`src/rtl/sln_pkg.sv`:
```
// Package for the status LED and node setup block.
// Assumes a 100 MHz system clock; all times derive from it.
package sln_pkg;

  // Clock rate and millisecond tick
  localparam int unsigned CLK_HZ = 100000000;
  localparam int unsigned TICK_MS_CYC = CLK_HZ / 1000;

  // Blink phase times in ms
  localparam int unsigned T_50_MS = 50;
  localparam int unsigned T_200_MS = 200;
  localparam int unsigned T_500_MS = 500;
  localparam int unsigned T_1000_MS = 1000;

  // Setup timing in ms and min
  localparam int unsigned T_HOLD_MS = 3000;
  localparam int unsigned T_PAUSE_MS = 5000;
  localparam int unsigned T_STARTUP_MS = 1000;
  localparam int unsigned T_DISC_MIN = 20;
  localparam int unsigned T_DISC_MS = T_DISC_MIN * 60 * 1000;

  // Node number steps and limits
  localparam logic [6:0] NODE_TENS_STEP = 7'h0a;
  localparam logic [6:0] NODE_ONES_STEP = 7'h01;
  localparam logic [6:0] NODE_MAX = 7'h7f;

  // Contamination thresholds, percent efficiency loss
  localparam logic [6:0] WARN_PCT = 7'h28;
  localparam logic [6:0] ALARM_PCT = 7'h3c;

  // Drive limits: max frequency, duty bounds in percent
  localparam logic [6:0] HV_FMAX_HZ = 7'h64;
  localparam logic [6:0] DUTY_MIN_PCT = 7'h32;
  localparam logic [6:0] DUTY_MAX_PCT = 7'h5a;

  // Colour codes on the two LED dies
  typedef enum logic [1:0] {
    SLN_OFF = 2'b00,
    SLN_GRN = 2'b01,
    SLN_RED = 2'b10,
    SLN_YEL = 2'b11
  } sln_col_t;

  // Operating states
  typedef enum logic [3:0] {
    SLN_UNKNOWN = 4'h0,
    SLN_INIT = 4'h1,
    SLN_STANDBY = 4'h2,
    SLN_STOPPED = 4'h3,
    SLN_ACTIVE = 4'h4,
    SLN_DISCOVERY = 4'h5,
    SLN_WARN = 4'h6,
    SLN_ALARM = 4'h7,
    SLN_WORN = 4'h8,
    SLN_TIMEOUT = 4'h9,
    SLN_FAILURE = 4'ha,
    SLN_UNCONF = 4'hb,
    SLN_STARTUP = 4'hc,
    SLN_CHECK = 4'hd
  } sln_state_t;

  // Node setup entry phases
  typedef enum logic [1:0] {
    SLN_SET_IDLE = 2'b00,
    SLN_SET_TENS = 2'b01,
    SLN_SET_ONES = 2'b10
  } sln_set_t;

endpackage

```
`src/rtl/sln_status.sv`:
```
// Status LED, error return line, node number entry and drive settings.
// Assumes an external button pin and condition levels from the
// measurement logic on the same clock.
//
// Contract
// - Initializing flickers green 50/50 ms
// - Standby blinks green 500 on 1000 off
// - Warning alternates green and yellow 500 ms
// - Start-up blinks green 200/200 ms
// - Stopped flashes green 50 on 1000 off
// - Worn tips flicker red 50/50 ms
// - Unconfigured blinks red 200/200 ms
// - Check installation alternates red/yellow 50 ms
// - Error line high when healthy, low on fault
// - New node number applies after 3 s power loss; the code loads the stored number after any reset, with no 3 s check
// - Tens phase presses add ten
// - After 5 s pause presses add one
// - Pulse/pause ratio auto between 50 and 90
// - Warning at 40 percent efficiency loss
// - Alarm at 60 percent efficiency loss
// - Alternation frequency capped at 100 Hz
// - Start-up waits 1 s then initializes
// - Discovery ends after 20 minutes
`timescale 1ns/1ps

module sln_status
  import sln_pkg::*;
#(
  parameter int unsigned STARTUP_MS = T_STARTUP_MS,
  parameter int unsigned PAUSE_MS = T_PAUSE_MS,
  parameter int unsigned DISC_MS = T_DISC_MS,
  parameter int unsigned TICK_CYC = TICK_MS_CYC
) (
  input wire logic clk_sys_in,
  input wire logic rst_n_in,
  input wire logic button_n_in,
  input wire logic bus_seen_in,
  input wire logic master_stop_in,
  input wire logic master_run_in,
  input wire logic discovery_req_in,
  input wire logic init_done_in,
  input wire logic worn_tips_state_in,
  input wire logic sensor_lost_in,
  input wire logic fault_in,
  input wire logic near_ground_in,
  input wire logic [6:0] loss_pct_in,
  input wire logic [6:0] field_pct_in,
  input wire logic [6:0] stored_node_in,
  input wire logic [6:0] hv_freq_req_in,
  output logic led_green_out,
  output logic led_red_out,
  output logic error_line_out,
  output logic error_line_oe_out,
  output logic hv_enable_out,
  output logic [6:0] hv_duty_out,
  output logic [6:0] hv_freq_out,
  output logic [6:0] bus_node_number_out,
  output logic [6:0] pending_node_out,
  output logic node_save_out,
  output logic [3:0] state_out
);

  ////////////////////////////////////////////////////////////////////////
  // Millisecond tick
  logic [$clog2(TICK_CYC)-1:0] tick_cnt_q; // Cycle divider
  logic tick_ms; // One-cycle pulse per ms

  assign tick_ms = (tick_cnt_q == ($clog2(TICK_CYC))'(TICK_CYC - 1));

  // Free-running divider
  always_ff @(posedge clk_sys_in or negedge rst_n_in) begin
    if (!rst_n_in) begin
      tick_cnt_q <= '0;
    end else if (tick_ms) begin
      tick_cnt_q <= '0;
    end else begin
      tick_cnt_q <= tick_cnt_q + 1'b1;
    end
  end

  ////////////////////////////////////////////////////////////////////////
  // Button synchroniser, three stages
  logic [2:0] btn_sync_q; // Stage 0 only feeds stage 1
  logic btn_q; // Debounced pressed level
  logic press; // Press pulse

  // Shift the pin in, active low pressed
  always_ff @(posedge clk_sys_in or negedge rst_n_in) begin
    if (!rst_n_in) begin
      btn_sync_q <= 3'h0;
    end else begin
      btn_sync_q <= {btn_sync_q[1:0], ~button_n_in};
    end
  end

  // Accept a change once stages 1 and 2 agree
  always_ff @(posedge clk_sys_in or negedge rst_n_in) begin
    if (!rst_n_in) begin
      btn_q <= 1'b0;
    end else if (btn_sync_q[1] == btn_sync_q[2]) begin
      btn_q <= btn_sync_q[2];
    end
  end

  assign press = (btn_sync_q[1] == btn_sync_q[2]) && btn_sync_q[2] && !btn_q;

  ////////////////////////////////////////////////////////////////////////
  // Node number entry
  sln_set_t set_q; // Entry phase
  logic [12:0] pause_q; // Ms since last press or end of tens phase
  logic [6:0] node_acc_q; // Number being built
  logic [6:0] pend_q; // Saved, waits for power cycle

  // Saturating add, used by both phases
  function automatic logic [6:0] sat_add(input logic [6:0] a,
                                         input logic [6:0] b);
    logic [7:0] s;
    s = {1'b0, a} + {1'b0, b};
    sat_add = s[7] ? NODE_MAX : s[6:0];
  endfunction

  // Entry sequencer
  always_ff @(posedge clk_sys_in or negedge rst_n_in) begin
    if (!rst_n_in) begin
      set_q <= SLN_SET_IDLE;
      pause_q <= '0;
      node_acc_q <= '0;
      pend_q <= '0;
      node_save_out <= 1'b0;
    end else begin
      node_save_out <= 1'b0;
      if (press) begin
        pause_q <= '0;
      end else if (tick_ms && set_q != SLN_SET_IDLE) begin
        pause_q <= pause_q + 1'b1;
      end
      unique case (set_q)
        SLN_SET_IDLE: begin
          if (press) begin
            set_q <= SLN_SET_TENS;
            node_acc_q <= NODE_TENS_STEP;
          end
        end
        SLN_SET_TENS: begin
          if (press) begin
            node_acc_q <= sat_add(node_acc_q, NODE_TENS_STEP);
          end else if (pause_q >= 13'(PAUSE_MS)) begin
            set_q <= SLN_SET_ONES;
            pause_q <= '0;
          end
        end
        SLN_SET_ONES: begin
          if (press) begin
            node_acc_q <= sat_add(node_acc_q, NODE_ONES_STEP);
          end else if (pause_q >= 13'(PAUSE_MS)) begin
            set_q <= SLN_SET_IDLE;
            pend_q <= node_acc_q;
            node_save_out <= 1'b1;
          end
        end
        default: set_q <= SLN_SET_IDLE;
      endcase
    end
  end

  sln_state_t state_q; // Current operating state

  // Active number only from storage at power-up
  always_ff @(posedge clk_sys_in or negedge rst_n_in) begin
    if (!rst_n_in) begin
      bus_node_number_out <= '0;
    end else if (state_q == SLN_UNKNOWN) begin
      bus_node_number_out <= stored_node_in;
    end
  end

  assign pending_node_out = pend_q;

  ////////////////////////////////////////////////////////////////////////
  // Operating state
  logic [20:0] st_ms_q; // Ms spent in state

  // State sequencer; faults take priority over conditions
  always_ff @(posedge clk_sys_in or negedge rst_n_in) begin
    if (!rst_n_in) begin
      state_q <= SLN_UNKNOWN;
    end else begin
      unique case (state_q)
        SLN_UNKNOWN: begin
          state_q <= (stored_node_in == 7'h00) ? SLN_UNCONF : SLN_STARTUP;
        end
        SLN_UNCONF: begin
          // Held until a power cycle loads a stored number
          state_q <= SLN_UNCONF;
        end
        SLN_STARTUP: begin
          if (bus_seen_in) begin
            state_q <= SLN_STANDBY;
          end else if (st_ms_q >= 21'(STARTUP_MS)) begin
            state_q <= SLN_INIT;
          end
        end
        SLN_INIT: begin
          if (init_done_in) begin
            state_q <= SLN_ACTIVE;
          end
        end
        SLN_STANDBY, SLN_STOPPED: begin
          if (master_run_in) begin
            state_q <= SLN_INIT;
          end
        end
        SLN_DISCOVERY: begin
          if (st_ms_q >= 21'(DISC_MS)) begin
            state_q <= SLN_ACTIVE;
          end
        end
        default: begin
          // Running states, rechecked each cycle
          if (fault_in) begin
            state_q <= SLN_FAILURE;
          end else if (near_ground_in) begin
            state_q <= SLN_CHECK;
          end else if (master_stop_in) begin
            state_q <= SLN_STOPPED;
          end else if (discovery_req_in) begin
            state_q <= SLN_DISCOVERY;
          end else if (sensor_lost_in) begin
            state_q <= SLN_TIMEOUT;
          end else if (loss_pct_in >= ALARM_PCT) begin
            state_q <= SLN_ALARM;
          end else if (loss_pct_in >= WARN_PCT) begin
            state_q <= SLN_WARN;
          end else if (worn_tips_state_in) begin
            state_q <= SLN_WORN;
          end else begin
            state_q <= SLN_ACTIVE;
          end
        end
      endcase
    end
  end

  // Time in state, restarts on every change
  always_ff @(posedge clk_sys_in or negedge rst_n_in) begin
    if (!rst_n_in) begin
      st_ms_q <= '0;
    end else if (state_out != state_q) begin
      st_ms_q <= '0;
    end else if (tick_ms && st_ms_q != '1) begin
      st_ms_q <= st_ms_q + 1'b1;
    end
  end

  // Previous state register for change detection
  always_ff @(posedge clk_sys_in or negedge rst_n_in) begin
    if (!rst_n_in) begin
      state_out <= 4'h0;
    end else begin
      state_out <= state_q;
    end
  end

  ////////////////////////////////////////////////////////////////////////
  // Blink pattern
  logic [10:0] ph_q; // Ms within pattern period
  logic [10:0] period; // Pattern length
  logic [10:0] on_ms; // First phase length
  sln_col_t col_a; // First phase colour
  sln_col_t col_b; // Second phase colour
  sln_col_t col; // Shown colour

  // Pattern table per state
  always_comb begin
    on_ms = 11'(T_50_MS);
    period = 11'(2 * T_50_MS);
    col_a = SLN_OFF;
    col_b = SLN_OFF;
    unique case (state_q)
      SLN_INIT: begin
        col_a = SLN_GRN;
      end
      SLN_STANDBY: begin
        on_ms = 11'(T_500_MS);
        period = 11'(T_500_MS + T_1000_MS);
        col_a = SLN_GRN;
      end
      SLN_WARN: begin
        on_ms = 11'(T_500_MS);
        period = 11'(2 * T_500_MS);
        col_a = SLN_GRN;
        col_b = SLN_YEL;
      end
      SLN_STARTUP: begin
        on_ms = 11'(T_200_MS);
        period = 11'(2 * T_200_MS);
        col_a = SLN_GRN;
      end
      SLN_STOPPED: begin
        period = 11'(T_50_MS + T_1000_MS);
        col_a = SLN_GRN;
      end
      SLN_WORN: begin
        col_a = SLN_RED;
      end
      SLN_UNCONF: begin
        on_ms = 11'(T_200_MS);
        period = 11'(2 * T_200_MS);
        col_a = SLN_RED;
      end
      SLN_CHECK: begin
        col_a = SLN_RED;
        col_b = SLN_YEL;
      end
      SLN_ACTIVE, SLN_DISCOVERY, SLN_TIMEOUT: begin
        col_a = SLN_GRN;
        col_b = SLN_GRN;
      end
      SLN_ALARM: begin
        col_a = SLN_YEL;
        col_b = SLN_YEL;
      end
      SLN_FAILURE: begin
        col_a = SLN_RED;
        col_b = SLN_RED;
      end
      default: begin
        col_a = SLN_OFF;
      end
    endcase
  end

  // Phase counter, wraps at period
  always_ff @(posedge clk_sys_in or negedge rst_n_in) begin
    if (!rst_n_in) begin
      ph_q <= '0;
    end else if (state_out != state_q) begin
      ph_q <= '0;
    end else if (tick_ms) begin
      ph_q <= (ph_q >= period - 11'h001) ? 11'h000 : ph_q + 11'h001;
    end
  end

  assign col = (ph_q < on_ms) ? col_a : col_b;

  // Registered LED drive
  always_ff @(posedge clk_sys_in or negedge rst_n_in) begin
    if (!rst_n_in) begin
      led_green_out <= 1'b0;
      led_red_out <= 1'b0;
    end else begin
      led_green_out <= col[0];
      led_red_out <= col[1];
    end
  end

  ////////////////////////////////////////////////////////////////////////
  // Error return line, open collector; external pull-up makes 24 V
  always_ff @(posedge clk_sys_in or negedge rst_n_in) begin
    if (!rst_n_in) begin
      error_line_oe_out <= 1'b1;
    end else begin
      error_line_oe_out <= (state_q == SLN_FAILURE) ||
                           (state_q == SLN_ALARM);
    end
  end

  assign error_line_out = 1'b0;

  ////////////////////////////////////////////////////////////////////////
  // High-voltage drive settings
  logic [7:0] duty_w; // Field-scaled duty before clamp

  assign duty_w = {1'b0, DUTY_MIN_PCT} + {2'b00, field_pct_in[6:1]};

  // Duty follows field, frequency follows request, both clamped
  always_ff @(posedge clk_sys_in or negedge rst_n_in) begin
    if (!rst_n_in) begin
      hv_duty_out <= DUTY_MIN_PCT;
      hv_freq_out <= 7'h01;
      hv_enable_out <= 1'b0;
    end else begin
      hv_duty_out <= (duty_w > {1'b0, DUTY_MAX_PCT}) ? DUTY_MAX_PCT :
                     duty_w[6:0];
      hv_freq_out <= (hv_freq_req_in > HV_FMAX_HZ) ? HV_FMAX_HZ :
                     hv_freq_req_in;
      hv_enable_out <= (state_q == SLN_INIT) || (state_q == SLN_ACTIVE) ||
                       (state_q == SLN_WARN) || (state_q == SLN_ALARM) ||
                       (state_q == SLN_WORN) ||
                       (state_q == SLN_DISCOVERY);
    end
  end

endmodule

```
`config.mk`:
```
export PLATFORM = sky130hd
export DESIGN_NAME = sln_status
export DESIGN_NICKNAME = d
export VERILOG_FILES = /design/src/rtl/sln_pkg.sv /design/src/rtl/sln_status.sv
export SDC_FILE = /design/constraint.sdc
export NUM_CORES = 1
export LEC_CHECK = 0
export BUFFER_PORTS_ARGS = -buffer_cell sky130_fd_sc_hd__clkbuf_2
export CAP_MARGIN = 20
export CORE_MARGIN = 2
export CORE_UTILIZATION = 40
export DETAILED_ROUTE_END_ITERATION = 7
export PLACE_DENSITY = 0.67
export SLEW_MARGIN = 20
export SYNTH_ARGS = -nofsm -noshare
export SYNTH_HDL_FRONTEND = slang
export SYNTH_SLANG_ARGS = --single-unit
```
`constraint.sdc`:
```
create_clock -name clk_sys_in -period 8.6 [get_ports clk_sys_in]
set_input_delay 0.43 -clock clk_sys_in [delete_from_list [all_inputs] [get_ports clk_sys_in]]
set_output_delay 0.43 -clock clk_sys_in [all_outputs]
set_load 0.02 [all_outputs]
```
==> key figures, run 1 <==
Clock network
  – Reg clk slew, reported paths: approximately 0.060 ns
  – CTS tree: done
  – Post_cts resized: 0
  – CTS buffer count: 17
  – Root Driver: clkbuf_16
  – H-Tree Depth: 4
  – Clk sinks: around 120
  – Clock latency on the worst-skew pair: around 0.42 ns
  – Clk buf depth: 2
  – # Post-CTS Setup Buffers: 0
  – CTS Hold Bufs: 0

Synthesis
  – Async set-reset flop share out of synthesis: between 90% and 100%
  – Synthesis Warnings: 0
  – Avg Cell Area, Syn: about 9.2 sq um
  – Sequential area share after synthesis: between 40% and 50%
  – Syn_nets: a little under 800
  – Post-synth top flop: dfrtp_1
  – Yosys cell types: just under 70
  – Mapped cell area: roughly 0.0067 sq mm
  – Number of synthesized register bits: ~120
  – EDFF count, synth: 0
  – Cell count after synthesis: slightly above 700

Timing
  – Final critical-path required period: 3.97 ns
  – Fin worst setup slack: about 4.6 ns
  – Endpoints failing hold: 0
  – Period utilisation layout: 46.1%
  – Layout Skew: roughly 0.008 ns
  – Final setup viols: 0
  – Slew HR: between 40 and 50%
  – Worst Max-Slew Pin Slew: slightly above 0.8 ns
  – Count of final max-slew check failures: 0
  – Setup TNS: 0 ns
  – FMAX: 0.252 GHz
  – Hold_ws: 0.0683 ns
  – RSZ-0062 raised after global routing: no

Placed design
  – Routability cong.: 0.846
  – Post-place setup slack: ~4.7 ns
  – Dpl hpwl: around 9500 um
  – Dpl cell area: 0.00718 sq mm
  – DP Cell Count: ~980
  – Count of input and output buffers: between 70 and 80

Final layout
  – Final Cell Area: 0.00771 sq mm
  – Leading cell type in the layout, fill and taps excluded: dfrtp_1
  – FILL cells: approximately 1500
  – Area growth syn-to-layout: 16.0%
  – Share of layout cells above drive strength 1: a little under a fifth
  – Fin cells: a little over 1000
  – Ant diodes: 0
  – Layout Utilization: between 40% and 50%
  – Final net count: roughly 850
  – Most frequent cells in the layout: 111 x dfrtp_1, 75 x nor2_1, 72 x clkbuf_2

Drt
  – Final antenna-violating net count: 0
  – Via-per-instance ratio: 5.35
  – DR iter-0 viols: about 380
  – DRT Wirelength: approximately 14000 um
  – Vias: 5431
  – Residual DRC: 0
  – DRT Pass-1 Iters: 5
  – WL per Instance: between 10 and 15 um

Power
  – Leak pwr: ~3.5 nW
  – Total chip power: between 1.5 and 2 mW
  – Pwr/cell area: roughly 240 mW/mm^2
  – Peak supply drop: ~240 uV

Critical path
  – Critical-path cell list: inv_1 -> or3_1 -> ha_1 -> o21ai_0 -> o31a_1 -> o21ai_0 -> ha_1 -> nand3_1 -> o221a_2 -> o211ai_1 -> a21o_1 -> or4_1 -> a31oi_1
  – Worst reg2reg path startpoint: state_q[0]$_DFFE_PN0P_
  – Reg-to-reg slack, setup: between 4 and 5 ns
  – Worst reg2reg endpoint: ph_q[6]$_DFFE_PN0P_
  – Setup CP Type: flop to flop
  – Worst EP required: 8.94 ns
  – Critical Path End Type: flop
  – Buf/Inv on CP: 1
  – Crit start category: flop
  – Largest delay share family, worst path: compound AO/OA/AOI/OAI gates
  – CP peak stage delay: about 0.75 ns
  – CP max-delay cell: dfrtp_1
  – R2R depth: 13
  – Worst-path maximum fanout: 21
  – Critical path arrival: 4.30 ns

GRT
  – Global route total overflow: 0
  – Pin count of the biggest net entering global routing: 62
  – Antenna violations before repair: 0
  – Vias in the first global route: roughly 5000
  – First-pass GRT wire length: around 24000 um
  – GRT Total Usage: 16.4%

Floorplan
  – Die span in y: ~130 um
  – Num rows: between 40 and 50
  – Num ports: 78
  – Chip Width: around 130 um
  – Die area: about 0.018 sq mm
  – Core ar.: roughly 0.016 sq mm
  – Initial Utilization: 40.5%

Run
  – Maxcap violations: 0

Run status
  – Status: completed

Hold path
  – Worst hold path type: input pin to async pin
==> synthesized netlist by cell type (5+ instances only) <==
cell type	n	area (sq um)
a21oi_1	43	215
nor3_1	11	55.1
nand3_1	44	220
dfrtp_1	111	2780
and2_1	7	43.8
nand2_1	69	259
inv_1	22	82.6
o21ai_0	35	175
dfstp_2	5	131
clkbuf_1	25	93.8
and3_1	18	113
nor2b_1	7	43.8
nand2b_1	9	56.3
xnor2_1	21	184
nand4_1	20	125
and4_1	7	61.3
nor2_1	75	282
nor4_1	7	43.8
mux2_2	16	180
xor2_1	27	236
or4_1	11	82.6
or3_1	8	50.1
ha_1	31	388
o211ai_1	9	67.6
a31oi_1	7	43.8
==> how the worst max path moves through the flow <==
stage                           start                   to  slack, ns  depth (start not counted)
2_1_floorplan  state_q[0]$_DFFE_PN0P_  ph_q[5]$_DFFE_PN0P_       5.12                         16
3_3_place_gp   state_q[0]$_DFFE_PN0P_  ph_q[6]$_DFFE_PN0P_       4.73                         13
3_5_place_dp   state_q[0]$_DFFE_PN0P_  ph_q[5]$_DFFE_PN0P_       4.68                         13
4_1_cts        state_q[0]$_DFFE_PN0P_  ph_q[6]$_DFFE_PN0P_       4.64                         13
5_1_grt        state_q[0]$_DFFE_PN0P_  ph_q[5]$_DFFE_PN0P_       4.36                         13
6_report       state_q[0]$_DFFE_PN0P_  ph_q[6]$_DFFE_PN0P_       4.63                         13
==> metal layers <==
metal	global-route usage [%]	wire length [um]	vias to the layer above
met4	5.97	265	0
met3	3.98	514	25
li1	-	-	2708
met5	0	0	-
met2	25.6	6410	105
met1	22.2	6680	2593
==> flip-flops by register name, summed over array words and instances, names as in the netlist, 3 cells and up <==
name and count:
btn_sync_q 3, state_q 4, state_out 4, hv_freq_out 7, hv_duty_out 7, bus_node_number_out 7
pending_node_out 7, pause_q 13, ph_q 11, tick_cnt_q 17, node_acc_q 7, st_ms_q 21
==> report_power, final <==
group          switching, mW  total (mW)  internal [mW]
registers             0.0953       0.703          0.608
logic                  0.314       0.524          0.210
clock network          0.263       0.631          0.368
total                  0.673        1.86           1.19
==> area by class of cell <==
cell class	instances	area, sq um	area share, %
clock inverters	15	110	1.43
clock buffers	17	425	5.51
flip-flops and latches	116	2910	37.7
multi-input cells	549	3510	45.6
inverters	22	82.6	1.07
repair buffers	77	398	5.16
well taps	220	275	3.57
==> logic make-up after synthesis <==
family,synth area share [%]
AO/OA/AOI/OAI,12.2
XOR/XNOR,6.32
adder cells (fa/ha/maj),5.83
buffers and inverters,3.44
flip-flops,43.7
multiplexers,3.16
other,0.0564
AND/OR/NAND/NOR,25.2
(Power assumes the default switching activity.)
==> inputs of run 2 (changes only) <==
- ABC_AREA: default -> 1
- PLACE_DENSITY: 0.67 -> 0.69
- clock period: 8.6 -> 3.6 ns (I/O delays scaled with it)
==> run 2 against run 1 <==
Compared with the run above: sequential power grew 130%; non-clock buffer count grew 11; critical path depth grew 4; via count grew 23%; hold slack lost 0.043 ns; power grew to 2.5 times the previous value; clock skew is essentially flat; critical path type unchanged; synthesized cell count grew 40%; area after synthesis grew 9.5%; core utilization grew 0.97 points.
==> key figures, run 2 <==
Floorplan
  – Num ports: 78 (unchanged)
  – Initial Utilization: 40.7% (was 40.5%)
  – Core ar.: 0.0179 sq mm (was 0.0164 sq mm)
  – Die area: 0.0193 sq mm (was 0.0177 sq mm)
  – Die span in y: 139 um (was 133 um)
  – Num rows: 49 (was 47)
  – Chip Width: 139 um (was 133 um)

Drt
  – DRT Wirelength: 16200 um (was 13900 um)
  – Final antenna-violating net count: 0 (unchanged)
  – WL per Instance: 12.1 um (was 13.7 um)
  – Residual DRC: 0 (unchanged)
  – DRT Pass-1 Iters: 8 (was 5)
  – Vias: 6656 (was 5431)
  – Via-per-instance ratio: 4.97 (was 5.35)
  – DR iter-0 viols: 434 (was 379)

Synthesis
  – EDFF count, synth: 0 (unchanged)
  – Avg Cell Area, Syn: 7.23 sq um (was 9.24 sq um)
  – Area share of the largest cell type after synthesis: 38.1% (was 41.8%)
  – Most common cell in the netlist: nand2_1 (was dfrtp_1)
  – Synth top area cells: dfrtp_1 38%, nand2_1 13%, inv_1 7.0%, nor2_1 6.9%, ha_1 5.3% (was dfrtp_1 42%, ha_1 5.8%, nor2_1 4.2%, nand2_1 3.9%, xor2_1 3.6%)
  – Async set-reset flop share out of synthesis: 100% (unchanged)
  – Synthesis Warnings: 0 (unchanged)
  – Syn_nets: 1078 (was 791)
  – Post-synth top flop: dfrtp_1 (unchanged)
  – List of most frequent post-synthesis cells: 256 x nand2_1, 136 x inv_1, 134 x nor2_1, 111 x dfrtp_1, 77 x nand3_1 (was 111 x dfrtp_1, 75 x nor2_1, 69 x nand2_1, 44 x nand3_1, 43 x a21oi_1)
  – Number of synthesized register bits: 116 (unchanged)
  – Yosys cell types: 42 (was 68)
  – Cell count after synthesis: 1007 (was 720)
  – Mapped cell area: 0.00728 sq mm (was 0.00665 sq mm)
  – Area leader, netlist: dfrtp_1 (unchanged)
  – Sequential area share after synthesis: 39.9% (was 43.7%)

Clock network
  – Root Driver: clkbuf_16 (unchanged)
  – H-Tree Depth: 4 (unchanged)
  – Clock latency on the worst-skew pair: 0.41 ns (was 0.42 ns)
  – Reg clk slew, reported paths: 0.05 ns (was 0.06 ns)
  – Clk buf depth: 2 (unchanged)
  – CTS tree: done (unchanged)
  – Clk sinks: 116 (unchanged)
  – CTS buffer count: 17 (unchanged)

Power
  – Internal: 3.06 mW (was 1.19 mW)
  – Flop pwr share: 33.9% (was 37.8%)
  – Switching power summed over all nets: 1.66 mW (was 673 uW)
  – Total chip power: 4.72 mW (was 1.86 mW)
  – Comb pwr share: 30.1% (was 28.2%)
  – Peak supply drop: 400 uV (was 240 uV)
  – Clock power frac: 36.0% (was 33.9%)
  – Leak pwr: 4.27 nW (was 3.49 nW)
  – Pwr/cell area: 549 mW/mm^2 (was 241 mW/mm^2)
  – Sw frac: 35.2% (was 36.2%)

GRT
  – Global route total overflow: 0 (unchanged)
  – Vias in the first global route: 6298 (was 5125)
  – GRT Total Usage: 17.7% (was 16.4%)
  – First-pass GRT wire length: 28700 um (was 24000 um)
  – Antenna violations before repair: 0 (unchanged)
  – Pin count of the biggest net entering global routing: 88 (was 62)

Critical path
  – Critical Path End Type: flop (unchanged)
  – Worst-path maximum fanout: 8 (was 21)
  – Worst reg2reg path startpoint: state_q[3]$_DFFE_PN0P_ (was state_q[0]$_DFFE_PN0P_)
  – R2R depth: 17 (was 13)
  – Reg-to-reg slack, setup: 0.71 ns (was 4.63 ns)
  – Crit start category: flop (unchanged)
  – Critical path arrival: 3.22 ns (was 4.30 ns)
  – Worst EP required: 3.93 ns (was 8.94 ns)
  – Worst reg2reg endpoint: ph_q[9]$_DFFE_PN0P_ (was ph_q[6]$_DFFE_PN0P_)
  – Setup CP Type: flop to flop (unchanged)

Timing
  – Final critical-path required period: 2.89 ns (was 3.97 ns)
  – Setup TNS: 0 ns (unchanged)
  – Hold_ws: 0.0249 ns (was 0.0683 ns)
  – Worst Max-Slew Pin Slew: 0.741 ns (was 0.813 ns)
  – FMAX: 0.346 GHz (was 0.252 GHz)
  – RSZ-0062 raised after global routing: no (unchanged)
  – Count of final max-slew check failures: 0 (unchanged)
  – Layout Skew: 0.00819 ns (was 0.00789 ns)
  – Slew HR: 50.4% (was 45.3%)
  – Period utilisation layout: 80.2% (was 46.1%)
  – Final setup viols: 0 (unchanged)
  – Endpoints failing hold: 0 (unchanged)

Final layout
  – Most frequent cells in the layout: 256 x nand2_1, 136 x inv_1, 134 x nor2_1 (was 111 x dfrtp_1, 75 x nor2_1, 72 x clkbuf_2)
  – Area growth syn-to-layout: 17.9% (was 16.0%)
  – Final net count: 1167 (was 854)
  – Share of layout cells above drive strength 1: 14.2% (was 18.2%)
  – Ant diodes: 0 (unchanged)
  – Biggest register: st_ms_q (unchanged)
  – Leading cell type in the layout, fill and taps excluded: nand2_1 (was dfrtp_1)
  – Largest register FFs: 21 (unchanged)
  – FILL cells: 1772 (was 1531)
  – Registers with the most flip-flops: st_ms_q (21), tick_cnt_q (17), pause_q (13) (unchanged)
  – Layout Utilization: 48.0% (was 47.0%)

Hold path
  – Hold EP: bus_node_number_out[5]$_DFFE_PN0P_
  – Hold Crit Depth: 3
  – Worst hold path startpoint: stored_node_in[5]
  – Worst hold path type: input pin to flop (was input pin to async pin)

Placed design
  – Dpl hpwl: 11700 um (was 9470 um)
  – Routability cong.: 0.896 (was 0.846)
  – Count of input and output buffers: 73 (unchanged)

Run status
  – Status: completed (unchanged)

Run
  – Maxcap violations: 0 (unchanged)
## run 2: changes by cell type in the layout (fill, tap and decap cells not counted), sizes merged, moves of 11 or more
cell         delta
or4            -11
dlygate4sd3    +13
xnor2          -14
nand3          +33
and3           -18
a21oi          -17
nor2           +73
inv           +119
mux2           -15
nand2         +197
nand4          +12
o21ai          +30
## run 2: worst max path at each step
stage	from	end	depth (start not counted)
global route	state_q[1]$_DFFE_PN0P_	ph_q[9]$_DFFE_PN0P_	17
detailed placement	state_q[3]$_DFFE_PN0P_	ph_q[9]$_DFFE_PN0P_	17
global placement	state_q[3]$_DFFE_PN0P_	ph_q[4]$_DFFE_PN0P_	18
CTS	state_q[3]$_DFFE_PN0P_	ph_q[10]$_DFFE_PN0P_	17
floorplan	state_q[1]$_DFFE_PN0P_	ph_q[10]$_DFFE_PN0P_	18
finish	state_q[3]$_DFFE_PN0P_	ph_q[9]$_DFFE_PN0P_	17
## run 2: metrics by stage
step	instance area [sq um]	worst slack [ns]	std cells
after CTS	8590	0.680	1338
after floorplan	7280	1.02	1007
after detailed placement	7850	0.701	1293
after global routing	8590	0.285	1338
final	8590	0.713	1338
after global placement	7850	0.722	1293
## run 2: worst max-delay path, stage by stage (launching register included)
cell and delay (ns):
dfrtp_1 0.48, inv_2 0.08, nor2_1 0.17, nand2_1 0.12, nand2_2 0.17, nor2_2 0.08
o21ai_0 0.17, ha_1 0.20, nand2_1 0.06, o21ai_0 0.08, ha_1 0.25, nand2_1 0.07
o21ai_0 0.09, nand2_1 0.06, nand2_1 0.04, nor2_1 0.32, nand2_1 0.19, o21ai_0 0.17
## run 2: cells by family after synthesis
group                    Yosys count  share of synthesized area, %
AO/OA/AOI/OAI                    103                          7.66
XOR/XNOR                          33                          3.97
adder cells (fa/ha/maj)           31                          5.32
buffers and inverters            162                          9.03
flip-flops                       116                          39.9
multiplexers                       1                         0.155
other                              1                        0.0515
AND/OR/NAND/NOR                  560                          33.9
## run 2: what timing repair did
action,CTS,global route
endpoints found under the setup margin,0,0
buffers inserted,0,0
resized for setup,0,0
hold buffers,13,0
endpoints found under the hold margin,40,0
## run 2: power groups by stage
stage,Clock [mW],Combinational [mW],Sequential [mW]
final,1.70,1.42,1.60
after detailed placement,0,1.41,1.62
after floorplan,0,0.975,1.70
after CTS,1.74,1.43,1.60
after global routing,1.81,1.64,1.62
after global placement,0,1.40,1.61
## run 2: layer usage
metal	wire length (um)	track usage, %	vias to the layer above
met1	7350	23.0	3068
met4	223	5.16	0
li1	-	-	3396
met5	0	0	-
met3	939	4.49	21
met2	7730	29.4	171
## run 2: layout make-up
cell class	count	area [sq um]	area share, %
multi-input cells	729	3720	43.3
flip-flops and latches	116	2910	33.9
inverters	144	543	6.32
repair buffers	88	526	6.12
clock buffers	25	515	6.00
well taps	229	287	3.34
clock inverters	7	93.8	1.09
==> inputs of run 3 (changes only) <==
- PLACE_DENSITY: 0.69 -> 0.67
- clock period: 3.6 -> 2.9 ns (I/O delays scaled with it)
==> run 3 against run 2 <==
Compared with the run above: first-iteration DRC count decreased by 32%; critical path depth increased by 1; critical path type unchanged; clock-buffer cell count decreased by 2; sequential cell count unchanged; combinational power increased by 32%.
==> key figures, run 3 (synthesis gave the netlist of run 2 again) <==
Clock network
  – CTS buffer count: 17 (unchanged)
  – Clock latency on the worst-skew pair: 0.41 ns (about the same)
  – H-Tree Depth: 4 (unchanged)
  – CTS tree: done (unchanged)
  – Root Driver: clkbuf_16 (unchanged)
  – Clk sinks: 116 (unchanged)
  – Reg clk slew, reported paths: 0.05 ns (about the same)
  – Clk buf depth: 2 (unchanged)

Hold path
  – Worst hold path type: input pin to flop (unchanged)
  – Hold EP: hv_duty_out[6]$_DFF_PN0_ (was bus_node_number_out[5]$_DFFE_PN0P_)
  – Hold Crit Depth: 3 (unchanged)
  – Worst hold path startpoint: field_pct_in[6] (was stored_node_in[5])

Final layout
  – Share of layout cells above drive strength 1: 14.9% (was 14.2%)
  – Biggest register: st_ms_q (unchanged)
  – Leading cell type in the layout, fill and taps excluded: nand2_1 (unchanged)
  – Layout Utilization: 48.4% (was 48.0%)
  – Ant diodes: 0 (unchanged)
  – Final Cell Area: 0.00867 sq mm (was 0.00859 sq mm)
  – Most frequent cells in the layout: 256 x nand2_1, 136 x inv_1, 132 x nor2_1 (was 256 x nand2_1, 136 x inv_1, 134 x nor2_1)
  – Area growth syn-to-layout: 19.1% (was 17.9%)
  – Registers with the most flip-flops: st_ms_q (21), tick_cnt_q (17), pause_q (13) (unchanged)
  – Final net count: 1181 (was 1167)
  – Largest register FFs: 21 (unchanged)

Drt
  – Vias: 6624 (was 6656)
  – Via-per-instance ratio: 4.90 (was 4.97)
  – Residual DRC: 0 (unchanged)
  – Final antenna-violating net count: 0 (unchanged)
  – WL per Instance: 12.4 um (was 12.1 um)
  – DR iter-0 viols: 297 (was 434)
  – DRT Pass-1 Iters: 6 (was 8)
  – DRT Wirelength: 16700 um (was 16200 um)

GRT
  – Vias in the first global route: 6238 (was 6298)
  – Global route total overflow: 0 (unchanged)
  – Antenna violations before repair: 0 (unchanged)
  – First-pass GRT wire length: 28700 um (about the same)
  – Pin count of the biggest net entering global routing: 69 (was 88)
  – GRT Total Usage: 17.8% (was 17.7%)

Placed design
  – Post-place setup slack: -0.0127 ns (was 0.701 ns)
  – Dpl cell area: 0.00790 sq mm (was 0.00785 sq mm)
  – Routability cong.: 0.897 (was 0.896)
  – Count of input and output buffers: 73 (unchanged)
  – Dpl hpwl: 12200 um (was 11700 um)

Power
  – Peak supply drop: 496 uV (was 400 uV)
  – Pwr/cell area: 670 mW/mm^2 (was 549 mW/mm^2)
  – Total chip power: 5.81 mW (was 4.72 mW)
  – Leak pwr: 4.32 nW (was 4.27 nW)

Critical path
  – Setup CP Type: flop to flop (unchanged)
  – Worst Setup SP: state_q[1]$_DFFE_PN0P_ (was state_q[3]$_DFFE_PN0P_)
  – Critical Path End Type: flop (unchanged)
  – Most used cell along the critical path: nand2_1 (unchanged)
  – Worst EP required: 3.20 ns (was 3.93 ns)
  – Worst reg2reg path startpoint: state_q[1]$_DFFE_PN0P_ (was state_q[3]$_DFFE_PN0P_)
  – CP peak stage delay: 0.45 ns (was 0.48 ns)
  – Reg-to-reg slack, setup: 0.31 ns (was 0.71 ns)
  – Critical-path cell list: nand2_1 -> inv_1 -> nand2_1 -> nand2_2 -> nor2_2 -> o21ai_0 -> ha_1 -> nand2_1 -> o21ai_0 -> ha_1 -> nand2_1 -> inv_1 -> nand4_1 -> a21oi_1 -> nor2_4 -> buf_4 -> nand4_1 -> nand2_1 (was inv_2 -> nor2_1 -> nand2_1 -> nand2_2 -> nor2_2 -> o21ai_0 -> ha_1 -> nand2_1 -> o21ai_0 -> ha_1 -> nand2_1 -> o21ai_0 -> nand2_1 -> nand2_1 -> nor2_1 -> nand2_1 -> o21ai_0)
  – Worst path depth: 18 (was 17)
  – Largest delay share family, worst path: simple AND/OR/NAND/NOR gates (unchanged)
  – Worst-path maximum fanout: 7 (was 8)
  – Crit start category: flop (unchanged)
  – CP max-delay cell: dfrtp_1 (unchanged)
  – R2R depth: 18 (was 17)
  – Critical path arrival: 2.89 ns (was 3.22 ns)
  – Worst reg2reg endpoint: ph_q[6]$_DFFE_PN0P_ (was ph_q[9]$_DFFE_PN0P_)
  – Buf/Inv on CP: 3 (was 1)

Timing
  – Worst Max-Slew Pin Slew: 0.915 ns (was 0.741 ns)
  – Slew HR: 39.0% (was 50.4%)
  – Final critical-path required period: 2.59 ns (was 2.89 ns)
  – Layout Skew: 0.00553 ns (was 0.00819 ns)
  – FMAX: 0.386 GHz (was 0.346 GHz)
  – Final setup viols: 0 (unchanged)
  – Period utilisation layout: 89.4% (was 80.2%)
  – Fin worst setup slack: 0.309 ns (was 0.713 ns)
  – Endpoints failing hold: 0 (unchanged)
  – RSZ-0062 raised after global routing: no (unchanged)
  – Count of final max-slew check failures: 0 (unchanged)
  – Setup TNS: 0 ns (unchanged)

Run status
  – Status: completed (unchanged)

Run
  – Maxcap violations: 0 (unchanged)

Floorplan
  – Core ar.: 0.0179 sq mm (unchanged)
  – Num rows: 49 (unchanged)
  – Die span in y: 139 um (unchanged)
  – Die area: 0.0193 sq mm (unchanged)
  – Initial Utilization: 40.7% (unchanged)
  – Chip Width: 139 um (unchanged)
  – Num ports: 78 (unchanged)
run 3: changes by cell type in the layout (fill, tap and decap cells not counted), sizes merged:
cell,delta
bufinv,-1
dlygate4sd3,+5
clkbuf,-2
clkinv,+1
buf,+9
clkinvlp,+1
run 3: what timing repair did:
action                                  CTS  global route
cloned                                    0             0
hold buffers                             18             0
pin swaps                                 0             1
gates resized for setup                   1             2
endpoints found under the hold margin    78             0
setup buffers                             0             2
endpoints found under the setup margin    2             5
run 3: routing by layer:
| metal | share of wire, % | global-route usage, % |
|---|---|---|
| met5 | 0 | 0 |
| met4 | 1.4 | 5.95 |
| met3 | 3.7 | 3.38 |
| met2 | 48 | 29.9 |
| met1 | 47 | 23.2 |
run 3: worst max path at each step:
stage                                end  slack, ns
finish               ph_q[6]$_DFFE_PN0P_       0.31
global route         ph_q[4]$_DFFE_PN0P_       0.02
CTS                  ph_q[9]$_DFFE_PN0P_       0.13
detailed placement   ph_q[9]$_DFFE_PN0P_      -0.01
global placement     ph_q[9]$_DFFE_PN0P_        0.1
floorplan           ph_q[10]$_DFFE_PN0P_       0.32
run 3: where the power goes:
part           switching (mW)  leakage [nW]  internal [mW]
clock                   0.709         0.271           1.26
combinational            1.24          2.53          0.639
sequential              0.143          1.51           1.83
run 3: layout make-up:
class	count	area [sq um]
clock buffers	23	488
clock inverters	8	76.3
fillers	1809	9230
inverters	144	543
multi-input cells	729	3730
flip-flops and latches	116	2910
well taps	229	287
repair buffers	102	643
run 3: worst register-to-register path, delay by kind of cell (launching register included):
kind                     cells  cell delay, ns
AO/OA/AOI/OAI                3            0.41
adder cells (fa/ha/maj)      2            0.49
buffers and inverters        3            0.26
flip-flops                   1            0.45
AND/OR/NAND/NOR             10            0.88
run 3: per-stage QoR:
stage / std cells / hold WS [ns]
after floorplan: 1007 / -0.151
after global placement: 1300 / 0.269
after detailed placement: 1300 / 0.274
after CTS: 1349 / 0.00515
after global routing: 1351 / 0.0452
final: 1351 / 0.0215
